--- config.mk ---
export PLATFORM = sky130hd
export DESIGN_NAME = dwtc_timer
export DESIGN_NICKNAME = d
export VERILOG_FILES = /design/src/logic/dwtc_pkg.sv /design/src/logic/dwtc_timer.sv /design/src/logic/dwtc_tick_gen.sv
export SDC_FILE = /design/constraint.sdc
export NUM_CORES = 1
export LEC_CHECK = 0
export BUFFER_PORTS_ARGS = -buffer_cell sky130_fd_sc_hd__buf_2
export CAP_MARGIN = 5
export CORE_UTILIZATION = 60
export DETAILED_ROUTE_END_ITERATION = 6
export GPL_TIMING_DRIVEN = 0
export PLACE_DENSITY = 0.85
export SYNTH_ARGS = -nofsm -noshare
export SYNTH_HDL_FRONTEND = slang
export SYNTH_SLANG_ARGS = --single-unit
export TNS_END_PERCENT = 5
--- constraint.sdc ---
create_clock -name REF_CLK_I -period 5.65 [get_ports REF_CLK_I]
set_clock_uncertainty 0.1 [all_clocks]
set_input_delay 0.565 -clock REF_CLK_I [delete_from_list [all_inputs] [get_ports REF_CLK_I]]
set_output_delay 0.565 -clock REF_CLK_I [all_outputs]
set_load 0.005 [all_outputs]
--- src/logic/dwtc_pkg.sv ---
`default_nettype none
package dwtc_pkg;
   // ********************************************************
   // register map (byte addresses, one aligned word each)
   // ********************************************************
   localparam logic [5:0] OFS_CONTROL_A    = 6'h00;
   localparam logic [5:0] OFS_CLOCK_SELECT = 6'h04;
   localparam logic [5:0] OFS_SYNC_CTRL    = 6'h08;
   localparam logic [5:0] OFS_COUNT_LOW    = 6'h0C;
   localparam logic [5:0] OFS_COUNT_HIGH   = 6'h10;
   localparam logic [5:0] OFS_COMPARE_A    = 6'h14;
   localparam logic [5:0] OFS_COMPARE_B    = 6'h18;
   localparam logic [5:0] OFS_FLAG         = 6'h1C;
   localparam logic [5:0] OFS_MASK         = 6'h20;
   // ********************************************************
   // field positions
   // ********************************************************
   localparam int BIT_WAVEFORM   = 0;
   localparam int BIT_WIDTH      = 1;
   localparam int BIT_CAPTURE_EN = 2;
   localparam int BIT_SYNC_HOLD  = 7;
   localparam int BIT_PSR        = 0;
   localparam int FLAG_OVERFLOW  = 0;
   localparam int FLAG_COMPARE_A = 1;
   localparam int FLAG_COMPARE_B = 2;
   localparam int FLAG_CAPTURE   = 3;
   // ********************************************************
   // reset values and fixed counts
   // ********************************************************
   localparam logic [7:0]  RST_BYTE   = 8'h00;
   localparam logic [3:0]  RST_FLAGS  = 4'h0;
   localparam logic [15:0] MAX_8BIT   = 16'h00FF;
   localparam logic [15:0] MAX_16BIT  = 16'hFFFF;
   localparam logic [15:0] BOTTOM     = 16'h0000;
   localparam int          PRESC_BITS = 10;
   // log2 of the prescaler taps 8, 64, 256, 1024
   localparam int          TAP_LOG2 [4] = '{3, 6, 8, 10};
   // ********************************************************
   // clock select codes and bus response codes
   // ********************************************************
   localparam logic [2:0] CS_STOP     = 3'h0;
   localparam logic [2:0] CS_DIRECT   = 3'h1;
   localparam logic [2:0] CS_EXT_FALL = 3'h6;
   localparam logic [2:0] CS_EXT_RISE = 3'h7;
   localparam logic [1:0] RESP_OKAY   = 2'h0;
   localparam logic [1:0] RESP_SLVERR = 2'h2;

   typedef struct packed {
      logic capture_enable_select;
      logic width_select;
      logic waveform_select;
   } dwtc_ctrl_s;
endpackage
`default_nettype wire

--- src/logic/dwtc_timer.sv ---
// The AXI4-Lite register port and the register addresses were chosen for this implementation.
`timescale 1ns/1ps
`default_nettype none
module dwtc_timer (
   input  wire logic        REF_CLK_I,            // io clock, 200 MHz
   input  wire logic        RST_I,                // sync reset, high
   input  wire logic        EXTERNAL_COUNT_PIN_I, // external count pin
   input  wire logic        CAPTURE_EVENT_I,      // capture trigger pulse
   input  wire logic [3:0]  INT_ACK_I,            // interrupt serviced pulses
   output logic             TIMER_IRQ_O,          // masked flags present
   input  wire logic [5:0]  S_AXI_AWADDR,         // write address
   input  wire logic        S_AXI_AWVALID,        // write address valid
   output logic             S_AXI_AWREADY,        // write address ready
   input  wire logic [31:0] S_AXI_WDATA,          // write data
   input  wire logic [3:0]  S_AXI_WSTRB,          // write strobes
   input  wire logic        S_AXI_WVALID,         // write data valid
   output logic             S_AXI_WREADY,         // write data ready
   output logic [1:0]       S_AXI_BRESP,          // write response
   output logic             S_AXI_BVALID,         // write response valid
   input  wire logic        S_AXI_BREADY,         // write response ready
   input  wire logic [5:0]  S_AXI_ARADDR,         // read address
   input  wire logic        S_AXI_ARVALID,        // read address valid
   output logic             S_AXI_ARREADY,        // read address ready
   output logic [31:0]      S_AXI_RDATA,          // read data
   output logic [1:0]       S_AXI_RRESP,          // read response
   output logic             S_AXI_RVALID,         // read data valid
   input  wire logic        S_AXI_RREADY          // read data ready
);
   // ********************************************************
   // declarations
   // ********************************************************
   dwtc_pkg::dwtc_ctrl_s ctrl_reg;
   logic [2:0]  clock_select_reg;
   logic        sync_hold_reg;
   logic        psr_reg;
   logic [7:0]  count_low_reg;
   logic [7:0]  count_high_reg;
   logic [7:0]  compare_a_reg;
   logic [7:0]  compare_b_reg;
   logic [3:0]  flag_reg;
   logic [3:0]  mask_reg;
   logic [5:0]  awaddr_reg;
   logic [31:0] wdata_reg;
   logic        wstrb0_reg;
   logic        aw_full_reg;
   logic        w_full_reg;
   logic        wr_do;
   logic        wr_hit;
   logic [7:0]  wr_byte;
   logic        rd_hit;
   logic [7:0]  rd_byte;
   logic        timer_tick;
   logic        wide;
   logic        clear_on_match_mode;
   logic [15:0] count_now;
   logic [15:0] top_value;
   logic [15:0] max_value;
   logic [15:0] count_next;
   logic        at_max;
   logic        at_top;
   logic        match_a;
   logic        match_b;
   logic        capture_take;
   logic        count_write;

   // ********************************************************
   // tick source
   // ********************************************************
   dwtc_tick_gen u_tick (
      .clk_i                (REF_CLK_I),
      .rst_i                (RST_I),
      .clock_select_i       (clock_select_reg),
      .prescaler_reset_i    (psr_reg),
      .external_count_pin_i (EXTERNAL_COUNT_PIN_I),
      .timer_tick_o         (timer_tick)
   );

   // ********************************************************
   // write channel: address and data taken in either order
   // ********************************************************
   assign wr_do   = aw_full_reg && w_full_reg && !S_AXI_BVALID;
   assign wr_byte = wdata_reg[7:0];

   always_ff @(posedge REF_CLK_I) begin
      if (RST_I) begin
         aw_full_reg   <= 1'b0;
         w_full_reg    <= 1'b0;
         awaddr_reg    <= '0;
         wdata_reg     <= '0;
         wstrb0_reg    <= 1'b0;
         S_AXI_AWREADY <= 1'b0;
         S_AXI_WREADY  <= 1'b0;
         S_AXI_BVALID  <= 1'b0;
         S_AXI_BRESP   <= dwtc_pkg::RESP_OKAY;
      end else begin
         S_AXI_AWREADY <= !aw_full_reg && !S_AXI_AWREADY;
         S_AXI_WREADY  <= !w_full_reg && !S_AXI_WREADY;
         if (S_AXI_AWVALID && S_AXI_AWREADY) begin
            aw_full_reg   <= 1'b1;
            awaddr_reg    <= S_AXI_AWADDR;
            S_AXI_AWREADY <= 1'b0;
         end
         if (S_AXI_WVALID && S_AXI_WREADY) begin
            w_full_reg   <= 1'b1;
            wdata_reg    <= S_AXI_WDATA;
            wstrb0_reg   <= S_AXI_WSTRB[0];
            S_AXI_WREADY <= 1'b0;
         end
         if (wr_do) begin
            aw_full_reg  <= 1'b0;
            w_full_reg   <= 1'b0;
            S_AXI_BVALID <= 1'b1;
            S_AXI_BRESP  <= wr_hit ? dwtc_pkg::RESP_OKAY : dwtc_pkg::RESP_SLVERR;
         end else if (S_AXI_BVALID && S_AXI_BREADY) begin
            S_AXI_BVALID <= 1'b0;
         end
      end
   end

   always_comb begin
      case (awaddr_reg)
         dwtc_pkg::OFS_CONTROL_A, dwtc_pkg::OFS_CLOCK_SELECT,
         dwtc_pkg::OFS_SYNC_CTRL, dwtc_pkg::OFS_COUNT_LOW,
         dwtc_pkg::OFS_COUNT_HIGH, dwtc_pkg::OFS_COMPARE_A,
         dwtc_pkg::OFS_COMPARE_B, dwtc_pkg::OFS_FLAG,
         dwtc_pkg::OFS_MASK: wr_hit = 1'b1;
         default:            wr_hit = 1'b0;
      endcase
   end

   // a register changes only when its byte lane is strobed
   function automatic logic wr_to(input logic [5:0] ofs);
      wr_to = wr_do && wstrb0_reg && (awaddr_reg == ofs);
   endfunction

   // ********************************************************
   // read channel
   // ********************************************************
   always_comb begin
      rd_hit  = 1'b1;
      rd_byte = dwtc_pkg::RST_BYTE;
      case (S_AXI_ARADDR)
         dwtc_pkg::OFS_CONTROL_A:    rd_byte = {5'h00, ctrl_reg};
         dwtc_pkg::OFS_CLOCK_SELECT: rd_byte = {5'h00, clock_select_reg};
         dwtc_pkg::OFS_SYNC_CTRL:    rd_byte = {sync_hold_reg, 6'h00, psr_reg};
         dwtc_pkg::OFS_COUNT_LOW:    rd_byte = count_low_reg;
         dwtc_pkg::OFS_COUNT_HIGH:   rd_byte = count_high_reg;
         dwtc_pkg::OFS_COMPARE_A:    rd_byte = compare_a_reg;
         dwtc_pkg::OFS_COMPARE_B:    rd_byte = compare_b_reg;
         dwtc_pkg::OFS_FLAG:         rd_byte = {4'h0, flag_reg};
         dwtc_pkg::OFS_MASK:         rd_byte = {4'h0, mask_reg};
         default:                    rd_hit  = 1'b0;
      endcase
   end

   always_ff @(posedge REF_CLK_I) begin
      if (RST_I) begin
         S_AXI_ARREADY <= 1'b0;
         S_AXI_RVALID  <= 1'b0;
         S_AXI_RDATA   <= '0;
         S_AXI_RRESP   <= dwtc_pkg::RESP_OKAY;
      end else begin
         S_AXI_ARREADY <= !S_AXI_RVALID && !S_AXI_ARREADY;
         if (S_AXI_ARVALID && S_AXI_ARREADY) begin
            S_AXI_ARREADY <= 1'b0;
            S_AXI_RVALID  <= 1'b1;
            S_AXI_RDATA   <= {24'h000000, rd_byte};
            S_AXI_RRESP   <= rd_hit ? dwtc_pkg::RESP_OKAY : dwtc_pkg::RESP_SLVERR;
         end else if (S_AXI_RVALID && S_AXI_RREADY) begin
            S_AXI_RVALID <= 1'b0;
         end
      end
   end

   // ********************************************************
   // control registers
   // ********************************************************
   always_ff @(posedge REF_CLK_I) begin
      if (RST_I) begin
         ctrl_reg         <= '0;
         clock_select_reg <= dwtc_pkg::CS_STOP;
         mask_reg         <= dwtc_pkg::RST_FLAGS;
      end else begin
         if (wr_to(dwtc_pkg::OFS_CONTROL_A)) begin
            ctrl_reg <= wr_byte[2:0];
         end
         if (wr_to(dwtc_pkg::OFS_CLOCK_SELECT)) begin
            clock_select_reg <= wr_byte[2:0];
         end
         if (wr_to(dwtc_pkg::OFS_MASK)) begin
            mask_reg <= wr_byte[3:0];
         end
      end
   end

   // prescaler reset: one-cycle pulse, or held while the hold bit is set
   always_ff @(posedge REF_CLK_I) begin
      if (RST_I) begin
         sync_hold_reg <= 1'b0;
         psr_reg       <= 1'b0;
      end else if (wr_to(dwtc_pkg::OFS_SYNC_CTRL)) begin
         sync_hold_reg <= wr_byte[dwtc_pkg::BIT_SYNC_HOLD];
         psr_reg       <= wr_byte[dwtc_pkg::BIT_PSR];
      end else begin
         psr_reg <= psr_reg & sync_hold_reg;
      end
   end

   // ********************************************************
   // counter unit
   // ********************************************************
   assign wide                = ctrl_reg.width_select;
   assign clear_on_match_mode = ctrl_reg.waveform_select
                                && !ctrl_reg.capture_enable_select;
   assign count_now = wide ? {count_high_reg, count_low_reg} : {8'h00, count_low_reg};
   assign max_value = wide ? dwtc_pkg::MAX_16BIT : dwtc_pkg::MAX_8BIT;
   always_comb begin
      if (clear_on_match_mode) begin
         top_value = wide ? {compare_b_reg, compare_a_reg}
                          : {8'h00, compare_a_reg};
      end else begin
         top_value = max_value;
      end
   end
   assign at_max = (count_now == max_value);
   assign at_top = clear_on_match_mode && (count_now == top_value);
   // a TOP below the count is missed until the count wraps at MAX
   assign count_next = (at_max || at_top) ? dwtc_pkg::BOTTOM : count_now + 16'h0001;
   assign count_write = wr_to(dwtc_pkg::OFS_COUNT_LOW) || wr_to(dwtc_pkg::OFS_COUNT_HIGH);

   always_ff @(posedge REF_CLK_I) begin
      if (RST_I) begin
         count_low_reg  <= dwtc_pkg::RST_BYTE;
         count_high_reg <= dwtc_pkg::RST_BYTE;
      end else if (count_write) begin
         // software wins over the count in the same cycle
         if (wr_to(dwtc_pkg::OFS_COUNT_LOW)) begin
            count_low_reg <= wr_byte;
         end
         if (wr_to(dwtc_pkg::OFS_COUNT_HIGH)) begin
            count_high_reg <= wr_byte;
         end
      end else if (timer_tick) begin
         count_low_reg <= count_next[7:0];
         if (wide) begin
            count_high_reg <= count_next[15:8];
         end
      end
   end

   // ********************************************************
   // compare and capture registers
   // ********************************************************
   // in capture mode compare A (and B when 16-bit) holds the captured count
   assign capture_take = CAPTURE_EVENT_I && ctrl_reg.capture_enable_select;
   always_ff @(posedge REF_CLK_I) begin
      if (RST_I) begin
         compare_a_reg <= dwtc_pkg::RST_BYTE;
         compare_b_reg <= dwtc_pkg::RST_BYTE;
      end else begin
         if (wr_to(dwtc_pkg::OFS_COMPARE_A)) begin
            compare_a_reg <= wr_byte;
         end else if (capture_take) begin
            compare_a_reg <= count_low_reg;
         end
         if (wr_to(dwtc_pkg::OFS_COMPARE_B)) begin
            compare_b_reg <= wr_byte;
         end else if (capture_take && wide) begin
            compare_b_reg <= count_high_reg;
         end
      end
   end

   // 8-bit: A and B compare separately; 16-bit: one joined compare
   assign match_a = timer_tick && !ctrl_reg.capture_enable_select
                    && (wide ? (count_now == {compare_b_reg, compare_a_reg})
                             : (count_low_reg == compare_a_reg));
   assign match_b = timer_tick && !wide && (count_low_reg == compare_b_reg);

   // ********************************************************
   // flags and interrupt line
   // ********************************************************
   always_ff @(posedge REF_CLK_I) begin
      if (RST_I) begin
         flag_reg <= dwtc_pkg::RST_FLAGS;
      end else begin
         // a new event in the clearing cycle still sets its flag
         flag_reg <= (flag_reg
                      & ~(wr_to(dwtc_pkg::OFS_FLAG) ? wr_byte[3:0] : 4'h0)
                      & ~INT_ACK_I)
                     | {capture_take, match_b, match_a,
                        timer_tick && at_max && !count_write};
      end
   end

   always_ff @(posedge REF_CLK_I) begin
      if (RST_I) begin
         TIMER_IRQ_O <= 1'b0;
      end else begin
         TIMER_IRQ_O <= |(flag_reg & mask_reg);
      end
   end

   // ********************************************************
   // assertions
   // ********************************************************
   psr_pulse_a: assert property (@(posedge REF_CLK_I) disable iff (RST_I)
      psr_reg && !sync_hold_reg && !wr_to(dwtc_pkg::OFS_SYNC_CTRL) |=> !psr_reg)
      else $error("prescaler reset did not self-clear");

   hold_keep_a: assert property (@(posedge REF_CLK_I) disable iff (RST_I)
      psr_reg && sync_hold_reg && !wr_to(dwtc_pkg::OFS_SYNC_CTRL) |=> psr_reg && !timer_tick)
      else $error("held prescaler reset was dropped");

   hold_release_a: assert property (@(posedge REF_CLK_I) disable iff (RST_I)
      !sync_hold_reg && !wr_to(dwtc_pkg::OFS_SYNC_CTRL) |=> !psr_reg)
      else $error("prescaler reset stuck without hold");

   stop_idle_a: assert property (@(posedge REF_CLK_I) disable iff (RST_I)
      clock_select_reg == dwtc_pkg::CS_STOP && !count_write |=> $stable(count_low_reg))
      else $error("stopped counter moved");

   write_wins_a: assert property (@(posedge REF_CLK_I) disable iff (RST_I)
      wr_to(dwtc_pkg::OFS_COUNT_LOW) |=> count_low_reg == $past(wr_byte))
      else $error("count write lost to counting");

   count_up_a: assert property (@(posedge REF_CLK_I) disable iff (RST_I)
      timer_tick && !count_write && !at_max && !at_top
      |=> count_low_reg == $past(count_low_reg) + 8'h01)
      else $error("counter did not increment");

   wrap_ovf_a: assert property (@(posedge REF_CLK_I) disable iff (RST_I)
      timer_tick && !count_write && !wide && count_low_reg == 8'hFF
      |=> count_low_reg == 8'h00 && flag_reg[dwtc_pkg::FLAG_OVERFLOW])
      else $error("8-bit wrap or overflow flag wrong");

   wide_wrap_a: assert property (@(posedge REF_CLK_I) disable iff (RST_I)
      timer_tick && !count_write && wide && count_now == 16'hFFFF
      |=> {count_high_reg, count_low_reg} == 16'h0000)
      else $error("16-bit counter did not wrap at MAX");

   match_clear_a: assert property (@(posedge REF_CLK_I) disable iff (RST_I)
      timer_tick && !count_write && clear_on_match_mode && !wide
      && count_low_reg == compare_a_reg |=> count_low_reg == 8'h00)
      else $error("clear on match missed");

   irq_follow_a: assert property (@(posedge REF_CLK_I) disable iff (RST_I)
      |(flag_reg & mask_reg) |=> TIMER_IRQ_O)
      else $error("masked flag did not raise interrupt");

   ovf_cov: cover property (@(posedge REF_CLK_I) disable iff (RST_I)
      timer_tick && at_max ##1 TIMER_IRQ_O);
   match_cov: cover property (@(posedge REF_CLK_I) disable iff (RST_I)
      timer_tick && at_top && clear_on_match_mode);
   hold_cov: cover property (@(posedge REF_CLK_I) disable iff (RST_I)
      psr_reg && sync_hold_reg ##1 !sync_hold_reg);
endmodule // dwtc_timer
`default_nettype wire

--- src/logic/dwtc_tick_gen.sv ---
`timescale 1ns/1ps
`default_nettype none
module dwtc_tick_gen #(
   parameter int PRESCALER_BITS = dwtc_pkg::PRESC_BITS
) (
   input  wire logic       clk_i,                // io clock
   input  wire logic       rst_i,                // sync reset, high
   input  wire logic [2:0] clock_select_i,       // clock select field
   input  wire logic       prescaler_reset_i,    // shared prescaler reset
   input  wire logic       external_count_pin_i, // external count pin level
   output logic            timer_tick_o          // one-cycle timer tick
);
   logic [PRESCALER_BITS-1:0] presc_reg;
   logic [3:0]                tap;
   logic                      pin_meta_reg;
   logic                      pin_sync_reg;
   logic                      pin_prev_reg;

   // ********************************************************
   // free running prescaler
   // ********************************************************
   always_ff @(posedge clk_i) begin
      if (rst_i || prescaler_reset_i) begin
         presc_reg <= '0;
      end else begin
         presc_reg <= presc_reg + 1'b1;
      end
   end

   genvar g;
   generate
      for (g = 0; g < 4; g++) begin : g_tap
         assign tap[g] = &presc_reg[dwtc_pkg::TAP_LOG2[g]-1:0];
      end
   endgenerate

   // ********************************************************
   // external pin: two-flop sync then edge detect
   // ********************************************************
   always_ff @(posedge clk_i) begin
      if (rst_i) begin
         pin_meta_reg <= 1'b0;
         pin_sync_reg <= 1'b0;
         pin_prev_reg <= 1'b0;
      end else begin
         pin_meta_reg <= external_count_pin_i;
         pin_sync_reg <= pin_meta_reg;
         pin_prev_reg <= pin_sync_reg;
      end
   end

   always_comb begin
      timer_tick_o = 1'b0;
      case (clock_select_i)
         dwtc_pkg::CS_STOP:     timer_tick_o = 1'b0;
         dwtc_pkg::CS_DIRECT:   timer_tick_o = 1'b1;
         3'h2:                  timer_tick_o = tap[0];
         3'h3:                  timer_tick_o = tap[1];
         3'h4:                  timer_tick_o = tap[2];
         3'h5:                  timer_tick_o = tap[3];
         dwtc_pkg::CS_EXT_FALL: timer_tick_o = pin_prev_reg & ~pin_sync_reg;
         dwtc_pkg::CS_EXT_RISE: timer_tick_o = pin_sync_reg & ~pin_prev_reg;
         default:               timer_tick_o = 1'b0;
      endcase
      // a held prescaler reset halts every source
      if (prescaler_reset_i) begin
         timer_tick_o = 1'b0;
      end
   end
endmodule // dwtc_tick_gen
`default_nettype wire

# Word level (Yosys, flattened, before mapping)
# Index checks and enable logic that the tools add are counted.
[op_classes]
n_lt_le_gt_ge = 0
muxes = 30
bitwise = 11
shifts = 0
reduce_logical = 65
n_addsub = 2
n_mul = 0
div_mod_pow = 0
eq_ne = 30
[op_table]
columns = ["cell", "count"]
rows = [
  ["8-bit two-way mux", 11],
  ["16-bit two-way mux", 5],
  ["8-bit case mux with 9 select lines", 1],
  ["16-bit == test", 3],
  ["6-bit by 5-bit == test with 1-bit output, second input constant", 8],
  ["1-bit logical AND", 30],
  ["6-bit by 4-bit == test with 1-bit output, second input constant", 4],
  ["9-bit OR reduction", 2],
  ["16-bit by 1-bit adder with 16-bit output, second input constant", 1],
  ["8-bit == test", 2],
  ["4-bit bitwise AND", 3],
  ["3-bit == test, second input constant", 4],
  ["6-bit by 3-bit == test with 1-bit output, second input constant", 2],
  ["6-bit == test, second input constant", 2],
  ["6-bit logical NOT", 2],
  ["2-bit nonzero test", 6],
  ["10-bit by 1-bit adder with 10-bit output, second input constant", 1],
  ["1-bit logical NOT", 10],
  ["10-bit AND reduction", 1],
  ["1-bit two-way mux", 9],
  ["4-bit inverter", 2],
  ["1-bit case mux with 8 select lines", 1],
  ["8-bit AND reduction", 1],
  ["2-bit OR reduction", 4],
  ["14 further kinds", 23],
]
[totals]
out_inout_bits = 42
mem_bits_rw = 0
mem_count = 0
regBits = 96
rom_bits = 0
latchBits = 0

# Longest topological paths before layout
[logic_depth]
ltp_word = 10
ltp_mapped = 9
mapped_depth_nobuf = 8

# By module
# Synthesis repeated with hierarchy kept, for this count alone.
[unflattened]
cells_unflattened = 648
area_unflattened_um2 = 5246.3
[modules_own_cells]
columns = ["mod", "area_each_um2", "n_inst", "cells_each"]
rows = [
  ["dwtc_timer", 4688.2, 1, 587],
  ["dwtc_tick_gen", 558.0, 1, 61],
]

# Least setup slack after synthesis
# Ideal clock, no wire load.
[synth_timing]
kind = "flip-flop to flip-flop"
start = "reg u_tick.presc_reg[0]"
end = "reg count_high_reg[1]"
arrival_ns = 2.068
required_ns = 5.428
path_stages_with_launch = 10
synth_period_minus_slack_ns = 2.290
setup_slack_ns = 3.360
path_cell_list = "dfxtp_1 -> ha_1 -> ha_1 -> a211oi_1 -> a311o_1 -> nor4_4 -> a31o_2 -> buf_6 -> nor3b_1 -> a221o_1"
[synth_via]
elab_chain_cells = 5
elab_cells_between_ends = 8
classes_between = "mux (2); reduce/logical (6)"
[synth_lines]
columns = ["element", "line", "source"]
rows = [
  ["start, declared", "dwtc_tick_gen.sv:13", "logic [PRESCALER_BITS-1:0] presc_reg;"],
  ["start signal, assigned", "dwtc_tick_gen.sv:26", "presc_reg <= presc_reg + 1'b1;"],
  ["10-bit AND reduction, or another cell as far along", "dwtc_tick_gen.sv:33", "assign tap[g] = &presc_reg[dwtc_pkg::TAP_LOG2[g]-1:0];"],
  ["1-bit case mux with 8 select lines (*)", "dwtc_tick_gen.sv:54", "case (clock_select_i)"],
  ["1-bit two-way mux (*)", "dwtc_tick_gen.sv:66", "if (prescaler_reset_i) begin"],
  ["2-bit nonzero test (no source line) (*)", "-", ""],
  ["3-bit AND reduction (no source line) (*)", "-", ""],
  ["end signal, assigned", "dwtc_timer.sv:234", "count_high_reg <= dwtc_pkg::RST_BYTE;"],
  ["end signal, assigned", "dwtc_timer.sv:241", "count_high_reg <= wr_byte;"],
  ["end signal, assigned", "dwtc_timer.sv:246", "count_high_reg <= count_next[15:8];"],
  ["end, declared", "dwtc_timer.sv:37", "logic [7:0] count_high_reg;"],
]
# Mark *: on every way between the ends. The rest lies on a longest branch, timed or not.
# A chain may end at the register's enable or synchronous reset.

# Worst setup path in the final report
[layout_timing]
start = "reg wstrb0_reg"
end = "reg compare_b_reg[7]"
[layout_via]
elab_chain_cells = 3
elab_cells_between_ends = 4
classes_between = "mux (1); reduce/logical (3)"
[layout_lines]
columns = ["element", "line", "source"]
rows = [
  ["start, declared", "dwtc_timer.sv:44", "logic wstrb0_reg;"],
  ["start signal, assigned", "dwtc_timer.sv:106", "wstrb0_reg <= S_AXI_WSTRB[0];"],
  ["1-bit logical AND (*) (2 in series)", "dwtc_timer.sv:133", "wr_to = wr_do && wstrb0_reg && (awaddr_reg == ofs);"],
  ["8-bit two-way mux or 2-bit nonzero test (tied branches)", "-", ""],
  ["end signal, assigned", "dwtc_timer.sv:259", "compare_b_reg <= dwtc_pkg::RST_BYTE;"],
  ["end signal, assigned", "dwtc_timer.sv:267", "compare_b_reg <= wr_byte;"],
  ["end signal, assigned", "dwtc_timer.sv:269", "compare_b_reg <= count_high_reg;"],
  ["end, declared", "dwtc_timer.sv:39", "logic [7:0] compare_b_reg;"],
]
# Marks and branches as above.

==> summary.md <==
| Metric | Value |
|---|---|
| Status | `complete, but fails checks` |
| Violated checks | `DRC` |
| Util after Layout | `a little over two thirds` |
| Post-CTS resize count | `0` |
| CTS tree | `yes` |
| Total negative setup slack | `0 ns` |
| RSZ-0062 raised after global routing | `no` |
| Drt via density | `slightly above 6` |
| Chip Width | `97.2 µm` |
| DR top layer | `met4` |
| Final RePlAce weighted congestion | `between 0.9 and 1` |
| Worst r2r src | `wstrb0_reg` |
| Max Cap Viol | `0` |
| Met3 WL | `2050 µm` |
| Final Critical Period | `2.77 ns` |
| Synth Area per Inst | `8.10 µm²` |
| Layout area overhead | `12.2%` |
| Share of post-route cells with drive strength above 1 | `18.4%` |
| Hold bufs inserted after CTS | `0` |
| Slew @ Worst Pin | `1.28 ns` |
| Register area share after synthesis | `between 30% and 40%` |
| Max reg flops | `10` |
| Row Count | `34` |
| Min-Delay Path Class | `primary input to flop` |
| Reg2Reg Setup Slack | `2.88 ns` |
| Post-CTS setup buffers | `0` |
| Starting Density | `roughly 62%` |
| Core Box Area | `0.00876 mm²` |
| WP data required | `5.78 ns` |
| Crit Path Max Fanout | `10` |
| Metal1 wirelength | `roughly 6500 µm` |
| Clock Sinks | `94` |
| Post-Syn Instances | `671` |
| CTS Buffer Depth | `2` |
| PortBufs | `47` |
| Area occupied by multi-input gates | `0.00312 mm²` |
| Die ar. | `0.00944 mm²` |
| Total GRT Usage | `34.6%` |
| WP data arrival | `2.91 ns` |
| DR iter-0 viols | `601` |
| DRC violations left | `1` |
| Layout Cells excl Fill | `867` |
| First-pass GRT wire length | `25600 µm` |
| Clock latency on the worst-skew pair | `between 0.3 and 0.4 ns` |
| Yosys cell types | `77` |
| Worst vdd ir | `0.157 mV` |
| CTS Root Cell | `clkbuf_8` |
| Hold endpoint | `wdata_reg[2]` |
| Count leader, synth | `dfxtp_1` |
| Startpoint Class | `flop` |
| Worst-path clk slew | `0.09 ns` |
| WHS | `about 0.33 ns` |
| Dpl hpwl | `12000 µm` |
| Antenna violations before repair | `0` |
| Cell Area, Synth | `0.00543 mm²` |
| Leak | `between 2 and 3 nW` |
| Wire per inst | `18.9 µm` |
| Crit. End Element | `flop` |
| First-pass DRT Iterations | `7` |
| Met2 wire length | `approximately 7300 µm` |
| # setup viols final | `0` |
| Crit Path Class | `flop to flop` |
| Final net count | `818` |
| WL final | `16400 µm` |
| Post-synth top area cell | `dfxtp_1` |
| # fillers | `~750` |
| Total CTS buffers | `9` |
| Min-Delay Startpoint | `S_AXI_WDATA[2]` |
| Fin. max-slew vios | `0` |
| Reg2Reg Depth | `7` |
| # diodes | `0` |
| Max-Slew Margin vs Limit | `approximately 14%` |
| Hold depth | `3` |
| Commonest cells in the netlist | `dfxtp_1, nor2_1, nand2_1` |
| Num ports | `slightly above 100` |
| Seq. cell area | `between 0.0015 and 0.002 mm²` |
| #FFs+latches synth | `94` |
| Total gr overflow | `0` |
| Max Freq | `360 MHz` |
| Main flop type after synthesis | `dfxtp_1` |
| Post-layout power | `1.25 mW` |
| Vias in the first global route | `4930` |
| R2r endpoint | `compare_b_reg[7]` |
| Largest net degree at the start of global routing | `17` |
| Synth warn | `0` |
| Htree depth | `3` |
| Largest cells by area after synthesis | `dfxtp_1, a21oi_1, nor2_1, nand2_1, buf_4` |
| EDFF count, synth | `0` |
| Hold Fails Final Rpt | `0` |
| Asr flop ratio synth | `0%` |
| Die H | `97.2 µm` |
| Pwr/cell area | `205 mW/mm²` |
| Routed Antenna Nets | `0` |
| Synth top area share | `34.6%` |
| Period utilization | `49.1%` |
| Via count | `5379` |
| Dpl cells | `between 800 and 900` |
power by group:
group	internal, mW	total (mW)	switching [mW]	leakage [nW]
registers	0.674	0.687	0.0125	0.761
clock network	0.207	0.466	0.259	0.0891
logic	0.0390	0.0981	0.0591	1.67
total	0.921	1.25	0.331	2.52
logic make-up (layout without fill, tap and decap cells):
group / count (synthesis) / count (layout) / share of synthesized area, %
mux: 24 / 24 / 4.51
simple gates: 289 / 289 / 26.3
compound gates: 143 / 143 / 19.2
xor+xnor: 30 / 30 / 4.84
other cells: 1 / 26 / 0.0690
buf+inv: 87 / 150 / 9.74
fa+ha+maj: 3 / 3 / 0.691
flops: 94 / 94 / 34.6
final cells by class:
class	count	area share [%]
buffer	73	7.82
sequential	94	30.9
timing repair buffer	47	3.86
clock buffer	10	2.09
tap	108	2.22
inverter	14	0.862
multi-input combinational	515	51.1
clock inverter	6	1.15
stage by stage:
step	worst slack (ns)	area, µm²
finish	2.88	6100
global route	2.71	6100
CTS	2.92	6100
detailed placement	2.95	5900
global placement	3.03	5900
floorplan	3.36	5530
metal layers:
metal | GRT usage, % | vias up
met3 | 9.14 | 46
met2 | 54.1 | 341
li1 | - | 2494
met4 | 14.1 | 0
met1 | 45.5 | 2498
met5 | 0 | -
cell usage in the layout (no fill, tap or decap), drive strengths merged, types with 5 or more instances in the layout:
cell and count:
dfxtp 94, buf 93, nor2 84, nand2 80, a21oi 67, clkbuf 37
nand3 32, conb 26, nor3 22, xor2 21, mux2i 20, inv 15
nand2b 11, a222oi 9, xnor2 9, nand4 8, nand3b 6, o21ai 6
a21boi 6, nor4 6, nor2b 5, or4 5, o221a 5, and3 5
critical path: stages (launching register included):
cell,delay [ns]
dfxtp_1,0.36
nor2b_1,0.33
nand3_1,0.22
nor3_1,0.93
clkbuf_1,0.42
nor2_1,0.09
a21oi_1,0.13
nor2_1,0.06
how the worst max path moves through the flow:
stage | startpoint | to | slack (ns) | cells past startpoint
final | wstrb0_reg | compare_b_reg[7] | 2.88 | 7
after CTS | u_tick.presc_reg[0] | count_high_reg[2] | 2.92 | 9
after global placement | u_tick.presc_reg[0] | count_high_reg[1] | 3.03 | 9
after floorplan | u_tick.presc_reg[0] | count_high_reg[1] | 3.36 | 9
after detailed placement | u_tick.presc_reg[0] | count_high_reg[4] | 2.95 | 9
after global routing | awaddr_reg[0] | compare_b_reg[7] | 2.71 | 7
Note: power is estimated with default switching activity, not from simulation.
